## src/clksw_pkg.sv

```systemverilog
// Constants, register map and timing figures for the clock switch and reset sequencer.
// =====================================================================
// How it works
// - After power-up the core runs from the internal 6 MHz oscillator.
// - Internal mode drives the internal clock on the output pin unless disabled.
// - Disabled clock output drives high; disable bit ignored in external mode.
// - Internal mode: input pin is pulled-down aux input bit, never interrupts.
// - Setting external enable halts clocks, stops internal, starts external oscillator.
// - When external clock is stable, clocks restart from it.
// - CPU held extra 128 us (bit 7 low) or 4 ms (bit 7 high).
// - External mode returns to internal only on a supply reset or a suspend wake with external enable clear.
// - Status bit 4 records undervoltage/brown-out reset, bit 6 watchdog reset.
// - Every reset restarts at address zero without pushing anything.
// - Reset clears all registers except processor status.
// - Reset floats general, USB and regulator pins, masks interrupts, stops USB.
// - Undervoltage or brown-out reset selects internal clock, then start-up wait.
// - Watchdog reset keeps clock mode, no settling wait, clears external enable.
// - Reset sets program and data stack pointers to zero.
// - Undervoltage reset on at power-on; start-up wait after supply rises.
// - Undervoltage reset repeats while enabled; firmware disable; off during suspend.
// - Brown-out active whenever undervoltage reset off; both set shared flag.
// - Brown-out trip re-enables undervoltage reset, then threshold and start-up wait.
// - Uncleared watchdog rolls over, resets and sets status bit 6.
// - Watchdog reset lasts about 2 to 4 ms, then restarts at zero.
// - Config bits: 0 ext enable, 1 out disable, 3 UV disable, 7 delay.
package clksw_pkg;

  // =====================================================================
  // CPU I/O port.
  localparam int IO_ADDR_W = 8;
  localparam int IO_DATA_W = 8;
  localparam logic [IO_ADDR_W-1:0] ADDR_WATCHDOG_CLEAR = 8'h26;
  localparam logic [IO_ADDR_W-1:0] ADDR_CLOCK_CONFIG = 8'hF8;
  localparam logic [IO_ADDR_W-1:0] ADDR_PROC_STATUS = 8'hFF;
  localparam logic [IO_DATA_W-1:0] CLOCK_CONFIG_RESET = 8'h00;
  localparam logic [IO_DATA_W-1:0] PROC_STATUS_POWERON = 8'h10;

  // =====================================================================
  // Field positions.
  localparam int CFG_EXT_OSC_EN = 0;
  localparam int CFG_CLK_OUT_DIS = 1;
  localparam int CFG_UV_RESET_DIS = 3;
  localparam int CFG_RESUME_LONG = 7;
  localparam int STAT_UV_BO_FLAG = 4;
  localparam int STAT_WATCHDOG_FLAG = 6;

  // =====================================================================
  // Reset vector and stack pointer start values.
  localparam int PC_W = 13;
  localparam logic [PC_W-1:0] RESET_VECTOR = 13'h0000;
  localparam logic [7:0] STACK_RESET = 8'h00;

  // =====================================================================
  // Timing, with times in their printed units.
  localparam int CLOCK_MHZ = 200;
  localparam int INT_OSC_KHZ = 6000;
  localparam int INT_CLK_HALF = (CLOCK_MHZ * 1000 + INT_OSC_KHZ) / (2 * INT_OSC_KHZ);
  localparam int RESUME_SHORT_US = 128;
  localparam int RESUME_LONG_MS = 4;
  localparam int WAKE_INTERNAL_US = 8;
  localparam int WATCHDOG_RESET_MS = 3;
  localparam int WATCHDOG_TIMEOUT_MS = 8;
  localparam int STARTUP_WAIT_MS = 1;
  localparam int WAIT_W = 24;
  localparam int HALF_W = 6;

  // =====================================================================
  // Sequencer states.
  typedef enum logic [2:0] {
    ST_RESET_HOLD,
    ST_STARTUP,
    ST_RUN,
    ST_SWITCH,
    ST_RESUME,
    ST_WATCHDOG,
    ST_SUSPEND,
    ST_WAKE_INT
  } seq_state_t;

endpackage

```

## src/clksw_sequencer.sv

```systemverilog
// Clock source switch and reset sequencer for the small USB controller core.
`timescale 1ns/1ps
module clksw_sequencer #(
  parameter logic [clksw_pkg::WAIT_W-1:0] STARTUP_WAIT_CYCLES =
    clksw_pkg::WAIT_W'(clksw_pkg::STARTUP_WAIT_MS * 1000 * clksw_pkg::CLOCK_MHZ),
  parameter logic [clksw_pkg::WAIT_W-1:0] RESUME_SHORT_CYCLES =
    clksw_pkg::WAIT_W'(clksw_pkg::RESUME_SHORT_US * clksw_pkg::CLOCK_MHZ),
  parameter logic [clksw_pkg::WAIT_W-1:0] RESUME_LONG_CYCLES =
    clksw_pkg::WAIT_W'(clksw_pkg::RESUME_LONG_MS * 1000 * clksw_pkg::CLOCK_MHZ),
  parameter logic [clksw_pkg::WAIT_W-1:0] WATCHDOG_RESET_CYCLES =
    clksw_pkg::WAIT_W'(clksw_pkg::WATCHDOG_RESET_MS * 1000 * clksw_pkg::CLOCK_MHZ),
  parameter logic [clksw_pkg::WAIT_W-1:0] WATCHDOG_TIMEOUT_CYCLES =
    clksw_pkg::WAIT_W'(clksw_pkg::WATCHDOG_TIMEOUT_MS * 1000 * clksw_pkg::CLOCK_MHZ)
) (
  input wire logic CLOCK_I,
  input wire logic RST_B_I,
  input wire logic [clksw_pkg::IO_ADDR_W-1:0] IO_ADDR_I,
  input wire logic [clksw_pkg::IO_DATA_W-1:0] IO_WDATA_I,
  input wire logic IO_WR_I,
  output logic [clksw_pkg::IO_DATA_W-1:0] IO_RDATA_O,
  input wire logic SUSPEND_I,
  input wire logic WAKE_I,
  input wire logic CLOCK_INPUT_PIN_I,
  input wire logic EXT_CLOCK_STABLE_I,
  input wire logic SUPPLY_ABOVE_THRESHOLD_I,
  input wire logic BROWNOUT_TRIP_I,
  output logic CLOCK_OUTPUT_PIN_O,
  output logic CLOCK_OUTPUT_PIN_OE_B_O,
  output logic CLOCK_INPUT_PULLDOWN_O,
  output logic AUX_INPUT_BIT_O,
  output logic INT_OSC_EN_O,
  output logic EXT_OSC_EN_O,
  output logic EXT_CLOCK_MODE_O,
  output logic CPU_RESET_O,
  output logic CPU_HALT_O,
  output logic [clksw_pkg::PC_W-1:0] PC_START_O,
  output logic [7:0] PROGRAM_STACK_POINTER_START_O,
  output logic [7:0] DATA_STACK_POINTER_START_O,
  output logic REGS_CLEAR_O,
  output logic PINS_HIZ_O,
  output logic INTERRUPTS_DISABLE_O,
  output logic USB_DISABLE_O,
  output logic UNDERVOLTAGE_RESET_EN_O,
  output logic BROWNOUT_RESET_EN_O
);
  import clksw_pkg::*;

  // =====================================================================
  // Pin synchronisers: two flops before any logic reads a pin or detector.
  logic [1:0] sync_xin;
  logic [1:0] sync_stable;
  logic [1:0] sync_supply;
  logic [1:0] sync_bo;

  // Detector inputs come from the analog domain, so they are synchronised too.
  always_ff @(posedge CLOCK_I) begin
    sync_xin <= {sync_xin[0], CLOCK_INPUT_PIN_I};
    sync_stable <= {sync_stable[0], EXT_CLOCK_STABLE_I};
    sync_supply <= {sync_supply[0], SUPPLY_ABOVE_THRESHOLD_I};
    sync_bo <= {sync_bo[0], BROWNOUT_TRIP_I};
  end

  wire xin_s = sync_xin[1];
  wire stable_s = sync_stable[1];
  wire supply_ok_s = sync_supply[1];
  wire bo_s = sync_bo[1];

  // =====================================================================
  // State.
  seq_state_t state;
  seq_state_t next_state;
  logic [IO_DATA_W-1:0] clock_config;
  logic uv_bo_flag;
  logic wd_flag;
  logic ext_mode;
  logic [WAIT_W-1:0] wait_count;
  logic [WAIT_W-1:0] wd_count;
  logic [HALF_W-1:0] int_div;
  logic int_clk;

  // =====================================================================
  // I/O write decode, shared by several processes.
  function automatic logic hit(input logic [IO_ADDR_W-1:0] a, input logic [IO_ADDR_W-1:0] r);
    hit = (a == r);
  endfunction

  wire wr_cfg = IO_WR_I && hit(IO_ADDR_I, ADDR_CLOCK_CONFIG);
  wire wr_stat = IO_WR_I && hit(IO_ADDR_I, ADDR_PROC_STATUS);
  wire wr_wd = IO_WR_I && hit(IO_ADDR_I, ADDR_WATCHDOG_CLEAR);

  // =====================================================================
  // Reset sources.
  // The undervoltage monitor is off when disabled or suspended; brown-out covers the gap.
  wire in_suspend = (state == ST_SUSPEND);
  wire uv_active = !clock_config[CFG_UV_RESET_DIS] && !in_suspend;
  wire bo_active = !uv_active;
  wire uv_trip = uv_active && !supply_ok_s;
  wire bo_trip = bo_active && bo_s;
  wire supply_reset = uv_trip || bo_trip;
  wire wd_rollover = (state == ST_RUN) && (wd_count == WATCHDOG_TIMEOUT_CYCLES);

  // Setting the enable bit from internal mode starts the switch.
  wire start_switch = wr_cfg && IO_WDATA_I[CFG_EXT_OSC_EN] && !ext_mode;
  wire wait_done = (wait_count == '0);

  // =====================================================================
  // Sequencer next state; supply resets outrank everything, then the watchdog.
  always_comb begin
    next_state = state;
    unique case (state)
      ST_RESET_HOLD: begin
        if (supply_ok_s) begin
          next_state = ST_STARTUP;
        end
      end
      ST_STARTUP: begin
        if (wait_done) begin
          next_state = ST_RUN;
        end
      end
      ST_RUN: begin
        if (start_switch) begin
          next_state = ST_SWITCH;
        end else if (SUSPEND_I) begin
          next_state = ST_SUSPEND;
        end
      end
      ST_SWITCH: begin
        if (stable_s) begin
          next_state = ST_RESUME;
        end
      end
      ST_RESUME: begin
        if (wait_done) begin
          next_state = ST_RUN;
        end
      end
      ST_WATCHDOG: begin
        if (wait_done) begin
          next_state = ST_RUN;
        end
      end
      ST_SUSPEND: begin
        if (WAKE_I) begin
          next_state = clock_config[CFG_EXT_OSC_EN] ? ST_SWITCH : ST_WAKE_INT;
        end
      end
      ST_WAKE_INT: begin
        if (wait_done) begin
          next_state = ST_RUN;
        end
      end
    endcase
    if (supply_reset) begin
      next_state = ST_RESET_HOLD;
    end else if (wd_rollover) begin
      next_state = ST_WATCHDOG;
    end
  end

  always_ff @(posedge CLOCK_I) begin
    if (!RST_B_I) begin
      state <= ST_RESET_HOLD;
    end else begin
      state <= next_state;
    end
  end

  // =====================================================================
  // Wait counter, loaded on entry to a timed state and counted on the active clock.
  wire entering = (next_state != state);
  wire [WAIT_W-1:0] resume_load =
    clock_config[CFG_RESUME_LONG] ? RESUME_LONG_CYCLES : RESUME_SHORT_CYCLES;
  wire [WAIT_W-1:0] wake_int_load = WAIT_W'(WAKE_INTERNAL_US * CLOCK_MHZ);
  wire [WAIT_W-1:0] wait_load =
    (next_state == ST_STARTUP) ? STARTUP_WAIT_CYCLES :
    (next_state == ST_RESUME) ? resume_load :
    (next_state == ST_WATCHDOG) ? WATCHDOG_RESET_CYCLES :
    (next_state == ST_WAKE_INT) ? wake_int_load : '0;

  always_ff @(posedge CLOCK_I) begin
    if (!RST_B_I) begin
      wait_count <= '0;
    end else if (entering) begin
      wait_count <= wait_load;
    end else if (!wait_done) begin
      wait_count <= wait_count - 1'b1;
    end
  end

  // =====================================================================
  // Watchdog timer: runs only while the CPU runs, restarted by any clear write.
  always_ff @(posedge CLOCK_I) begin
    if (!RST_B_I || state != ST_RUN || wr_wd) begin
      wd_count <= '0;
    end else begin
      wd_count <= wd_count + 1'b1;
    end
  end

  // =====================================================================
  // Clock configuration register: any reset source clears it, which also
  // re-enables the undervoltage monitor after a brown-out.
  always_ff @(posedge CLOCK_I) begin
    if (!RST_B_I || supply_reset || wd_rollover) begin
      clock_config <= CLOCK_CONFIG_RESET;
    end else if (wr_cfg) begin
      clock_config <= IO_WDATA_I;
    end
  end

  // =====================================================================
  // Reset cause flags. Firmware clears a flag by writing zero to it; a new
  // reset in the same cycle wins over the clear.
  always_ff @(posedge CLOCK_I) begin
    if (!RST_B_I) begin
      uv_bo_flag <= PROC_STATUS_POWERON[STAT_UV_BO_FLAG];
      wd_flag <= PROC_STATUS_POWERON[STAT_WATCHDOG_FLAG];
    end else begin
      if (supply_reset) begin
        uv_bo_flag <= 1'b1;
      end else if (wr_stat && !IO_WDATA_I[STAT_UV_BO_FLAG]) begin
        uv_bo_flag <= 1'b0;
      end
      if (wd_rollover) begin
        wd_flag <= 1'b1;
      end else if (wr_stat && !IO_WDATA_I[STAT_WATCHDOG_FLAG]) begin
        wd_flag <= 1'b0;
      end
    end
  end

  // Read data is registered; the watchdog clear register is write-only.
  wire [IO_DATA_W-1:0] stat_view =
    IO_DATA_W'({wd_flag, 1'b0, uv_bo_flag}) << STAT_UV_BO_FLAG;
  wire [IO_DATA_W-1:0] next_rdata =
    hit(IO_ADDR_I, ADDR_CLOCK_CONFIG) ? clock_config :
    hit(IO_ADDR_I, ADDR_PROC_STATUS) ? stat_view : '0;

  // =====================================================================
  // Clock mode. A watchdog reset leaves it alone; only supply resets and an
  // internal-mode wake bring the core back to the internal oscillator.
  // The next mode also feeds the registered pin outputs, so they change with the state.
  wire next_ext_mode =
    (next_state == ST_RESET_HOLD || next_state == ST_WAKE_INT) ? 1'b0 :
    (state == ST_SWITCH && next_state == ST_RESUME) ? 1'b1 : ext_mode;

  always_ff @(posedge CLOCK_I) begin
    if (!RST_B_I) begin
      ext_mode <= 1'b0;
    end else begin
      ext_mode <= next_ext_mode;
    end
  end

  // =====================================================================
  // Internal oscillator stand-in: a divider gives about 6 MHz for the pin.
  wire int_running = !ext_mode && (next_state != ST_SWITCH) && (next_state != ST_SUSPEND);
  wire div_end = (int_div == HALF_W'(INT_CLK_HALF - 1));

  always_ff @(posedge CLOCK_I) begin
    if (!RST_B_I || !int_running) begin
      int_div <= '0;
      int_clk <= 1'b0;
    end else if (div_end) begin
      int_div <= '0;
      int_clk <= !int_clk;
    end else begin
      int_div <= int_div + 1'b1;
    end
  end

  // =====================================================================
  // Registered outputs, computed from the next state so they line up with it.
  wire n_reset = (next_state == ST_RESET_HOLD) || (next_state == ST_STARTUP) ||
                 (next_state == ST_WATCHDOG);
  wire n_halt = (next_state != ST_RUN);
  wire n_switching = (next_state == ST_SWITCH) || (next_state == ST_RESUME);
  wire n_ext = next_ext_mode || n_switching;
  wire n_uv_en = !clock_config[CFG_UV_RESET_DIS] && (next_state != ST_SUSPEND);

  // In external mode the pins belong to the resonator, so the output is released.
  wire n_pin_val = clock_config[CFG_CLK_OUT_DIS] ? 1'b1 : int_clk;
  wire n_pin_oe_b = n_ext;

  always_ff @(posedge CLOCK_I) begin
    if (!RST_B_I) begin
      IO_RDATA_O <= '0;
      CLOCK_OUTPUT_PIN_O <= 1'b0;
      CLOCK_OUTPUT_PIN_OE_B_O <= 1'b0;
      CLOCK_INPUT_PULLDOWN_O <= 1'b1;
      AUX_INPUT_BIT_O <= 1'b0;
      INT_OSC_EN_O <= 1'b1;
      EXT_OSC_EN_O <= 1'b0;
      EXT_CLOCK_MODE_O <= 1'b0;
      CPU_RESET_O <= 1'b1;
      CPU_HALT_O <= 1'b1;
      REGS_CLEAR_O <= 1'b1;
      PINS_HIZ_O <= 1'b1;
      INTERRUPTS_DISABLE_O <= 1'b1;
      USB_DISABLE_O <= 1'b1;
      UNDERVOLTAGE_RESET_EN_O <= 1'b1;
      BROWNOUT_RESET_EN_O <= 1'b0;
    end else begin
      IO_RDATA_O <= next_rdata;
      CLOCK_OUTPUT_PIN_O <= n_pin_val;
      CLOCK_OUTPUT_PIN_OE_B_O <= n_pin_oe_b;
      CLOCK_INPUT_PULLDOWN_O <= !n_ext;
      AUX_INPUT_BIT_O <= !n_ext && xin_s;
      INT_OSC_EN_O <= !n_ext && (next_state != ST_SUSPEND);
      EXT_OSC_EN_O <= n_ext && (next_state != ST_SUSPEND);
      EXT_CLOCK_MODE_O <= n_ext;
      CPU_RESET_O <= n_reset;
      CPU_HALT_O <= n_halt;
      REGS_CLEAR_O <= n_reset;
      PINS_HIZ_O <= n_reset;
      INTERRUPTS_DISABLE_O <= n_reset;
      USB_DISABLE_O <= n_reset;
      UNDERVOLTAGE_RESET_EN_O <= n_uv_en;
      BROWNOUT_RESET_EN_O <= !n_uv_en;
    end
  end

  // Start values are constants, loaded by the core whenever CPU_RESET_O is high.
  always_ff @(posedge CLOCK_I) begin
    PC_START_O <= RESET_VECTOR;
    PROGRAM_STACK_POINTER_START_O <= STACK_RESET;
    DATA_STACK_POINTER_START_O <= STACK_RESET;
  end

endmodule

```

## config.mk

```make
export PLATFORM = sky130hd
export DESIGN_NAME = clksw_sequencer
export DESIGN_NICKNAME = d
export VERILOG_FILES = /design/src/clksw_pkg.sv /design/src/clksw_sequencer.sv
export SDC_FILE = /design/constraint.sdc
export NUM_CORES = 1
export LEC_CHECK = 0
export BUFFER_PORTS_ARGS = -buffer_cell sky130_fd_sc_hd__buf_2
export CAP_MARGIN = 0
export CORE_ASPECT_RATIO = 0.8
export CORE_UTILIZATION = 56
export CTS_CLUSTER_DIAMETER = 80
export CTS_CLUSTER_SIZE = 14
export DETAILED_ROUTE_END_ITERATION = 7
export PLACE_DENSITY_LB_ADDON = 0.15
export SYNTH_ARGS = -nofsm -noshare
export SYNTH_HDL_FRONTEND = slang
export SYNTH_SLANG_ARGS = --single-unit
export TNS_END_PERCENT = 1
```

## constraint.sdc

```tcl
create_clock -name CLOCK_I -period 3.5 [get_ports CLOCK_I]
set_input_delay 0.7 -clock CLOCK_I [delete_from_list [all_inputs] [get_ports CLOCK_I]]
set_output_delay 0.7 -clock CLOCK_I [all_outputs]
set_load 0.02 [all_outputs]
```

==> impl_results.md, run 1 <==
* WL/cell at 14.0 µm
* Max-Cap Viols at 0
* R2R depth at 6
* Ys Warns at 0
* DRC at 0
* Ant. Diodes at 0
* Clock root buffer: clkbuf_8
* Outcome: finished, final reports clean
* HP Class: reg -> reg
* Number of CTS-inserted buffers at 9
* Vias in the first global route at 3353
* Crit Reg-Reg Endpoint: wait_count[19]$_SDFFE_PN0P_
* Grt ovf at 0
* Area delta synth->final at 8.71%
* Worst Skew at 0.0152 ns
* Data arrival, critical path at 3.32 ns
* DR pass1 iterations at 5
* ANT nets after route at 0
* Critical path peak fanout at 15
* Finished Cell Area at 4980 µm²
* Die width at 103 µm
* Worst hold stages at 0
* Half-perimeter wire length after placement at 6940 µm
* Initial Util at ~58%
* Switching share of power at 35.0%
* Worst VDD drop at 0.395 mV
* Startpoint types: flop
* Crit-path cells: inv_1 > a31oi_1 > mux2_2 > a211o_1 > or3_1 > o311a_2
* Period minus WS final at between 3 and 4 ns
* CTS max path bufs at 2
* Total Routing Usage GR at between 20% and 30%
* Power Density at 642 nW/µm²
* Post-Layout Cell Count at 677
* Clock sink count at 95
* P_sw at approximately 1100 µW
* Reg2reg start: state[0]$_SDFF_PN0_
* Gates resized, CTS repair at 0
* Synthesized flop and latch total at 95
* Max-slew violations at 0
* # IOs at slightly below 80
* Period Utilization, post-route at 87.4%
* Placed Cells at 661
* Pin count of the biggest net entering global routing at 25
* Register area share after synthesis at between 40% and 50%
* EDFF count, synth at 0
* Maximum clock rate at about 330 MHz
* Via count at 3694
* Clock power frac at 25.1%
* Final WL at 9450 µm
* Clock latency on the worst-skew pair at ~0.36 ns
* Final Setup Violations at 0
* Placed cell area at 4750 µm²
* Hold path start: sync_bo[0]$_DFF_P_
* R2R Setup Slk at 0.44 ns
* Slowest CP cell: or3_1
* CTS tree: yes
* Unique masters post-synth at 70
* Clk slew on worst S/H paths at 0.09 ns
* Slew @ Worst Pin at 0.726 ns
* Setup crit end kind: flop
* Final GP Congestion at ~0.85
* Mean Syn Cell Area at 8.78 µm²
* Initial antenna violation count at 0
* Worst Path Buf+Inv at 1
* Core Box Area at approximately 8000 µm²
* Worst path required time at 3.76 ns
* CP max stage delay at 0.62 ns
* Sequential share of power at around 42%
* Initial drt markers at 170
* Worst slew margin at 51.1%
* RSZ-0062 raised after global routing: false
* Die H at 82.9 µm
* Htree depth at 3
* Crit Path Class: reg -> reg
* Leak at 0.00197 µW
* Nets at 594
* Hold-fix buffers at CTS at 0
* Filler cells at 683
* Die area at about 8500 µm²
* First-pass GRT wire length at roughly 16000 µm
* Site Rows at 29
* Buffers added on ports at 47
* Cell count after synthesis at 522
* Final core occ at 62.7%
* Post-CTS Setup Bufs at 0
* DR vias/cell at 5.46
* Asr flop ratio synth at 0%
* Fin. Hold Viols at 0
* Largest delay share family, worst path: compound AO/OA/AOI/OAI gates
* Post-synth top flop: dfxtp_1
* Mapped Area at 4580 µm²
* Total negative slack at 0 ns
* Comb power frac at 33.3%
* Share of post-route cells with drive strength above 1 at 16.9%
* P_int at 2080 µW
* Worst Hold Endpoint: sync_bo[1]$_DFF_P_
worst max-delay path by stage:
stage                            from                           to  slack [ns]  cells past startpoint
2_1_floorplan            IO_ADDR_I[6]   wait_count[7]$_SDFFE_PN0P_        0.66                     10
3_3_place_gp             IO_ADDR_I[0]  wait_count[19]$_SDFFE_PN0P_        0.42                      8
3_5_place_dp             IO_ADDR_I[6]  wait_count[19]$_SDFFE_PN0P_        0.38                      8
4_1_cts           state[0]$_SDFF_PN0_  wait_count[19]$_SDFFE_PN0P_        0.47                      6
5_1_grt        wd_count[7]$_SDFF_PP0_   wait_count[8]$_SDFFE_PN0P_        0.23                      8
6_report          state[0]$_SDFF_PN0_  wait_count[19]$_SDFFE_PN0P_        0.44                      6
layout make-up:
cell class | count | area (µm²) | share of cell area, %
multi-input cells | 388 | 2360 | 47.3
flip-flops and latches | 95 | 1900 | 38.2
repair buffers | 57 | 310 | 6.23
clock buffers | 11 | 141 | 2.84
well taps | 108 | 135 | 2.71
clock inverters | 5 | 86.3 | 1.73
inverters | 13 | 48.8 | 0.980
layer usage:
metal	GRT usage [%]	vias up	part of all wire [%]
met3	6.06	11	5.8
li1	-	1837	-
met2	37.2	119	45
met1	32.1	1727	48
met4	6.02	0	1.1
met5	0	-	0
Yosys cell counts, drive strengths merged (3+ instances only):
cell / count / area share [%]
a211o: 3 / 0.57
a211oi: 4 / 0.66
a21oi: 18 / 2.0
a22oi: 3 / 0.49
a31oi: 5 / 0.68
and2: 6 / 0.82
and3: 13 / 1.8
and4: 6 / 1.2
buf: 44 / 7.5
clkbuf: 10 / 0.82
dfxtp: 95 / 42
ha: 5 / 1.4
inv: 12 / 0.98
mux2i: 4 / 0.87
nand2: 38 / 3.1
nand2b: 5 / 0.68
nand3: 34 / 3.7
nand4: 9 / 1.7
nand4b: 3 / 0.57
nor2: 69 / 5.7
nor3: 23 / 2.7
nor4: 11 / 2.0
o21ai: 10 / 1.1
o31ai: 4 / 0.66
or2: 5 / 0.68
or3: 4 / 0.55
xnor2: 25 / 4.8
xor2: 22 / 4.2
power groups by stage:
stage / Sequential (µW) / Clock [µW] / Combinational (µW)
final: 1330 / 804 / 1070
after global routing: 1340 / 870 / 1200
after CTS: 1330 / 827 / 1050
after detailed placement: 1350 / 0 / 1050
after global placement: 1350 / 0 / 1020
after floorplan: 1330 / 0 / 887
state kept, by name, summed over array words and instances (netlist names), 2 cells and up:
register      count
int_div           6
sync_bo           2
sync_stable       2
clock_config      8
sync_xin          2
IO_RDATA_O        8
state             3
sync_supply       2
wd_count         24
wait_count       24
placed cells by master, fill, tap and decap left out, drive strengths merged, types with 6 or more instances in the layout:
cell and n:
and4 6, nand3 34, and2 6, and3 13, xor2 22, nor2 69
conb 29, clkbuf 11, a21oi 18, nor4 11, buf 57, nor3 23
xnor2 25, dfxtp 95, o21ai 10, nand4 9, nand2 38, inv 14
cell families after synthesis:
logic type,after synthesis,share of synthesized area (%)
xor+xnor,47,8.98
compound gates,64,9.78
other cells,1,0.0818
mux,5,1.12
simple gates,238,27.8
buf+inv,67,9.34
fa+ha+maj,5,1.37
flops,95,41.5
per-stage QoR:
| step | power [µW] | hold WS (ns) | worst slack, ns |
|---|---|---|---|
| after floorplan | 2210 | 0.310 | 0.665 |
| after global placement | 2370 | 0.311 | 0.423 |
| after detailed placement | 2400 | 0.312 | 0.378 |
| after CTS | 3210 | 0.323 | 0.467 |
| after global routing | 3410 | 0.339 | 0.228 |
| final | 3200 | 0.326 | 0.440 |
(Power assumes the default switching activity.)
==> run 2, diff against run 1 <==
Settings changed: CORE_MARGIN set to 2.
==> run 2 against run 1 <==
Net effect: critical path depth did not move; worst setup slack worse by 0.021 ns; critical path type unchanged; clock-buffer cell count down 1; worst hold slack lost 0.0061 ns.
==> impl_results.md, run 2 (synthesized netlist as in run 1, its figures left out) <==
* R2R depth at 6 (unchanged)
* Data arrival, critical path at 3.34 ns (+0.02 ns)
* Clk slew on worst S/H paths at 0.10 ns (about the same)
* Most frequent cells in the layout: dfxtp_1, nor2_1, buf_2
* Placed cell area at 4750 µm² (unchanged)
* Worst hold stages at 0 (unchanged)
* CTS tree: yes
* HP Class: reg -> reg
* Total negative slack at 0 ns (unchanged)
* Crit Path Class: reg -> reg
* Half-perimeter wire length after placement at 6850 µm (-1.3%)
* Setup crit end kind: flop
* Max-slew violations at 0 (unchanged)
* Critical path peak fanout at 15 (unchanged)
* Period Utilization, post-route at 88.0% (+0.60 points)
* Die width at 105 µm (+1.9%)
* Clock root buffer: clkbuf_8
* Maximum clock rate at 325 MHz (-0.68%)
* RSZ-0062 raised after global routing: false
* Initial antenna violation count at 0 (unchanged)
* Commonest non-fill, non-tap cell in the layout: dfxtp_1
* Pin count of the biggest net entering global routing at 25 (unchanged)
* Max-Cap Viols at 0 (unchanged)
* Grt ovf at 0 (unchanged)
* DRC at 0 (unchanged)
* Area delta synth->final at 7.65%
* DR pass1 iterations at 7 (+2)
* Slowest CP cell: or3_1
* Initial drt markers at 190 (+12%)
* Gates resized, CTS repair at 0 (unchanged)
* Htree depth at 3 (unchanged)
* Final WL at 9330 µm (-1.2%)
* Post-CTS Setup Bufs at 0 (unchanged)
* Initial Util at 57.7% (unchanged)
* Core Box Area at 7950 µm² (unchanged)
* Number of CTS-inserted buffers at 9 (unchanged)
* Hold-fix buffers at CTS at 0 (unchanged)
* Worst Hold Endpoint: sync_bo[1]$_DFF_P_
* Reg2reg start: state[0]$_SDFF_PN0_
* Site Rows at 29 (unchanged)
* Share of post-route cells with drive strength above 1 at 16.9% (unchanged)
* R2R Setup Slk at 0.42 ns (-0.02 ns)
* Crit Reg-Reg Endpoint: wait_count[19]$_SDFFE_PN0P_
* Startpoint types: flop
* Worst path required time at 3.76 ns (about the same)
* Leak at 0.00194 µW (-1.6%)
* Largest delay share family, worst path: compound AO/OA/AOI/OAI gates
* Filler cells at 702 (+2.8%)
* Outcome: finished, final reports clean
* Ant. Diodes at 0 (unchanged)
* Via count at 3652 (-1.1%)
* Clock latency on the worst-skew pair at 0.37 ns (about the same)
* ANT nets after route at 0 (unchanged)
* Worst slew margin at 56.1% (+5.0 points)
* Worst Skew at 0.0162 ns (+0.00102 ns)
* Period minus WS final at 3.08 ns (+0.0210 ns)
* Die area at 8930 µm² (+4.4%)
* Vias in the first global route at 3435 (+2.4%)
* WL/cell at 13.8 µm (-1.2%)
* DR vias/cell at 5.39 (-1.1%)
* Clock sink count at 95 (unchanged)
* Buffers added on ports at 47 (unchanged)
* Worst VDD drop at 0.380 mV (-4.0%)
* CP max stage delay at 0.62 ns (about the same)
* CTS max path bufs at 2 (unchanged)
* Crit-path cells: inv_1 > a31oi_1 > mux2_2 > a211o_1 > or3_1 > o311a_2
* Slew @ Worst Pin at 0.652 ns (-0.0741 ns)
* Worst Hold Slack at 0.320 ns (-0.00610 ns)
* Worst Path Buf+Inv at 1 (unchanged)
* Finished Cell Area at 4930 µm² (-0.98%)
* Die H at 84.9 µm (+2.4%)
* Nets at 594 (unchanged)
* First-pass GRT wire length at 16000 µm (+1.3%)
* Leading registers by flop count: wait_count: 24 flops, wd_count: 24 flops
* Hold path start: sync_bo[0]$_DFF_P_
* # IOs at 77 (unchanged)
* Fin. Hold Viols at 0 (unchanged)
* Power Density at 615 nW/µm² (-4.2%)
* Final Setup Violations at 0 (unchanged)
* Total Routing Usage GR at 22.3% (-1.3 points)
* Final core occ at 62.1% (-0.61 points)
* Final GP Congestion at 0.860 (+1.6%)
## run 2: final cells by class
cell class / count / area [µm²] / share of cell area, %
clock buffer: 10 / 128 / 2.59
timing repair buffer: 57 / 310 / 6.29
clock inverter: 6 / 51.3 / 1.04
tap: 108 / 135 / 2.74
sequential: 95 / 1900 / 38.6
multi-input combinational: 388 / 2360 / 47.8
inverter: 13 / 48.8 / 0.989
## run 2: layer usage
layer | GRT usage (%) | routed length, µm | up-vias
li1 | - | - | 1834
met1 | 30.4 | 4570 | 1701
met2 | 35.3 | 4140 | 102
met3 | 4.76 | 472 | 15
met4 | 7.76 | 148 | 0
met5 | 0 | 0 | -
## run 2: through the flow
| step | instances | setup slack (ns) | power [µW] |
|---|---|---|---|
| floorplan | 550 | 0.665 | 2210 |
| global placement | 661 | 0.428 | 2360 |
| detailed placement | 661 | 0.381 | 2390 |
| CTS | 677 | 0.452 | 3050 |
| global route | 677 | 0.276 | 3230 |
| finish | 677 | 0.419 | 3030 |
## run 2: worst max-delay path by stage
stage                                    from                          end  slack, ns  cells past startpoint
after floorplan                  IO_ADDR_I[6]   wait_count[7]$_SDFFE_PN0P_       0.66                     10
after global placement           IO_ADDR_I[6]  wait_count[19]$_SDFFE_PN0P_       0.43                      8
after detailed placement         IO_ADDR_I[6]  wait_count[19]$_SDFFE_PN0P_       0.38                      8
after CTS                 state[0]$_SDFF_PN0_  wait_count[19]$_SDFFE_PN0P_       0.45                      6
after global routing      state[0]$_SDFF_PN0_   wait_count[8]$_SDFFE_PN0P_       0.28                      8
final                     state[0]$_SDFF_PN0_  wait_count[19]$_SDFFE_PN0P_       0.42                      6
## run 2: report_power, final
part	switching, µW	internal, µW	total (µW)
logic	604	440	1040
clock network	396	268	664
registers	117	1210	1330
## run 2: worst register-to-register path, cell delays in order (launching register included)
cell	delay [ns]
dfxtp_1	0.54
inv_1	0.20
a31oi_1	0.30
mux2_2	0.49
a211o_1	0.36
or3_1	0.62
o311a_2	0.48
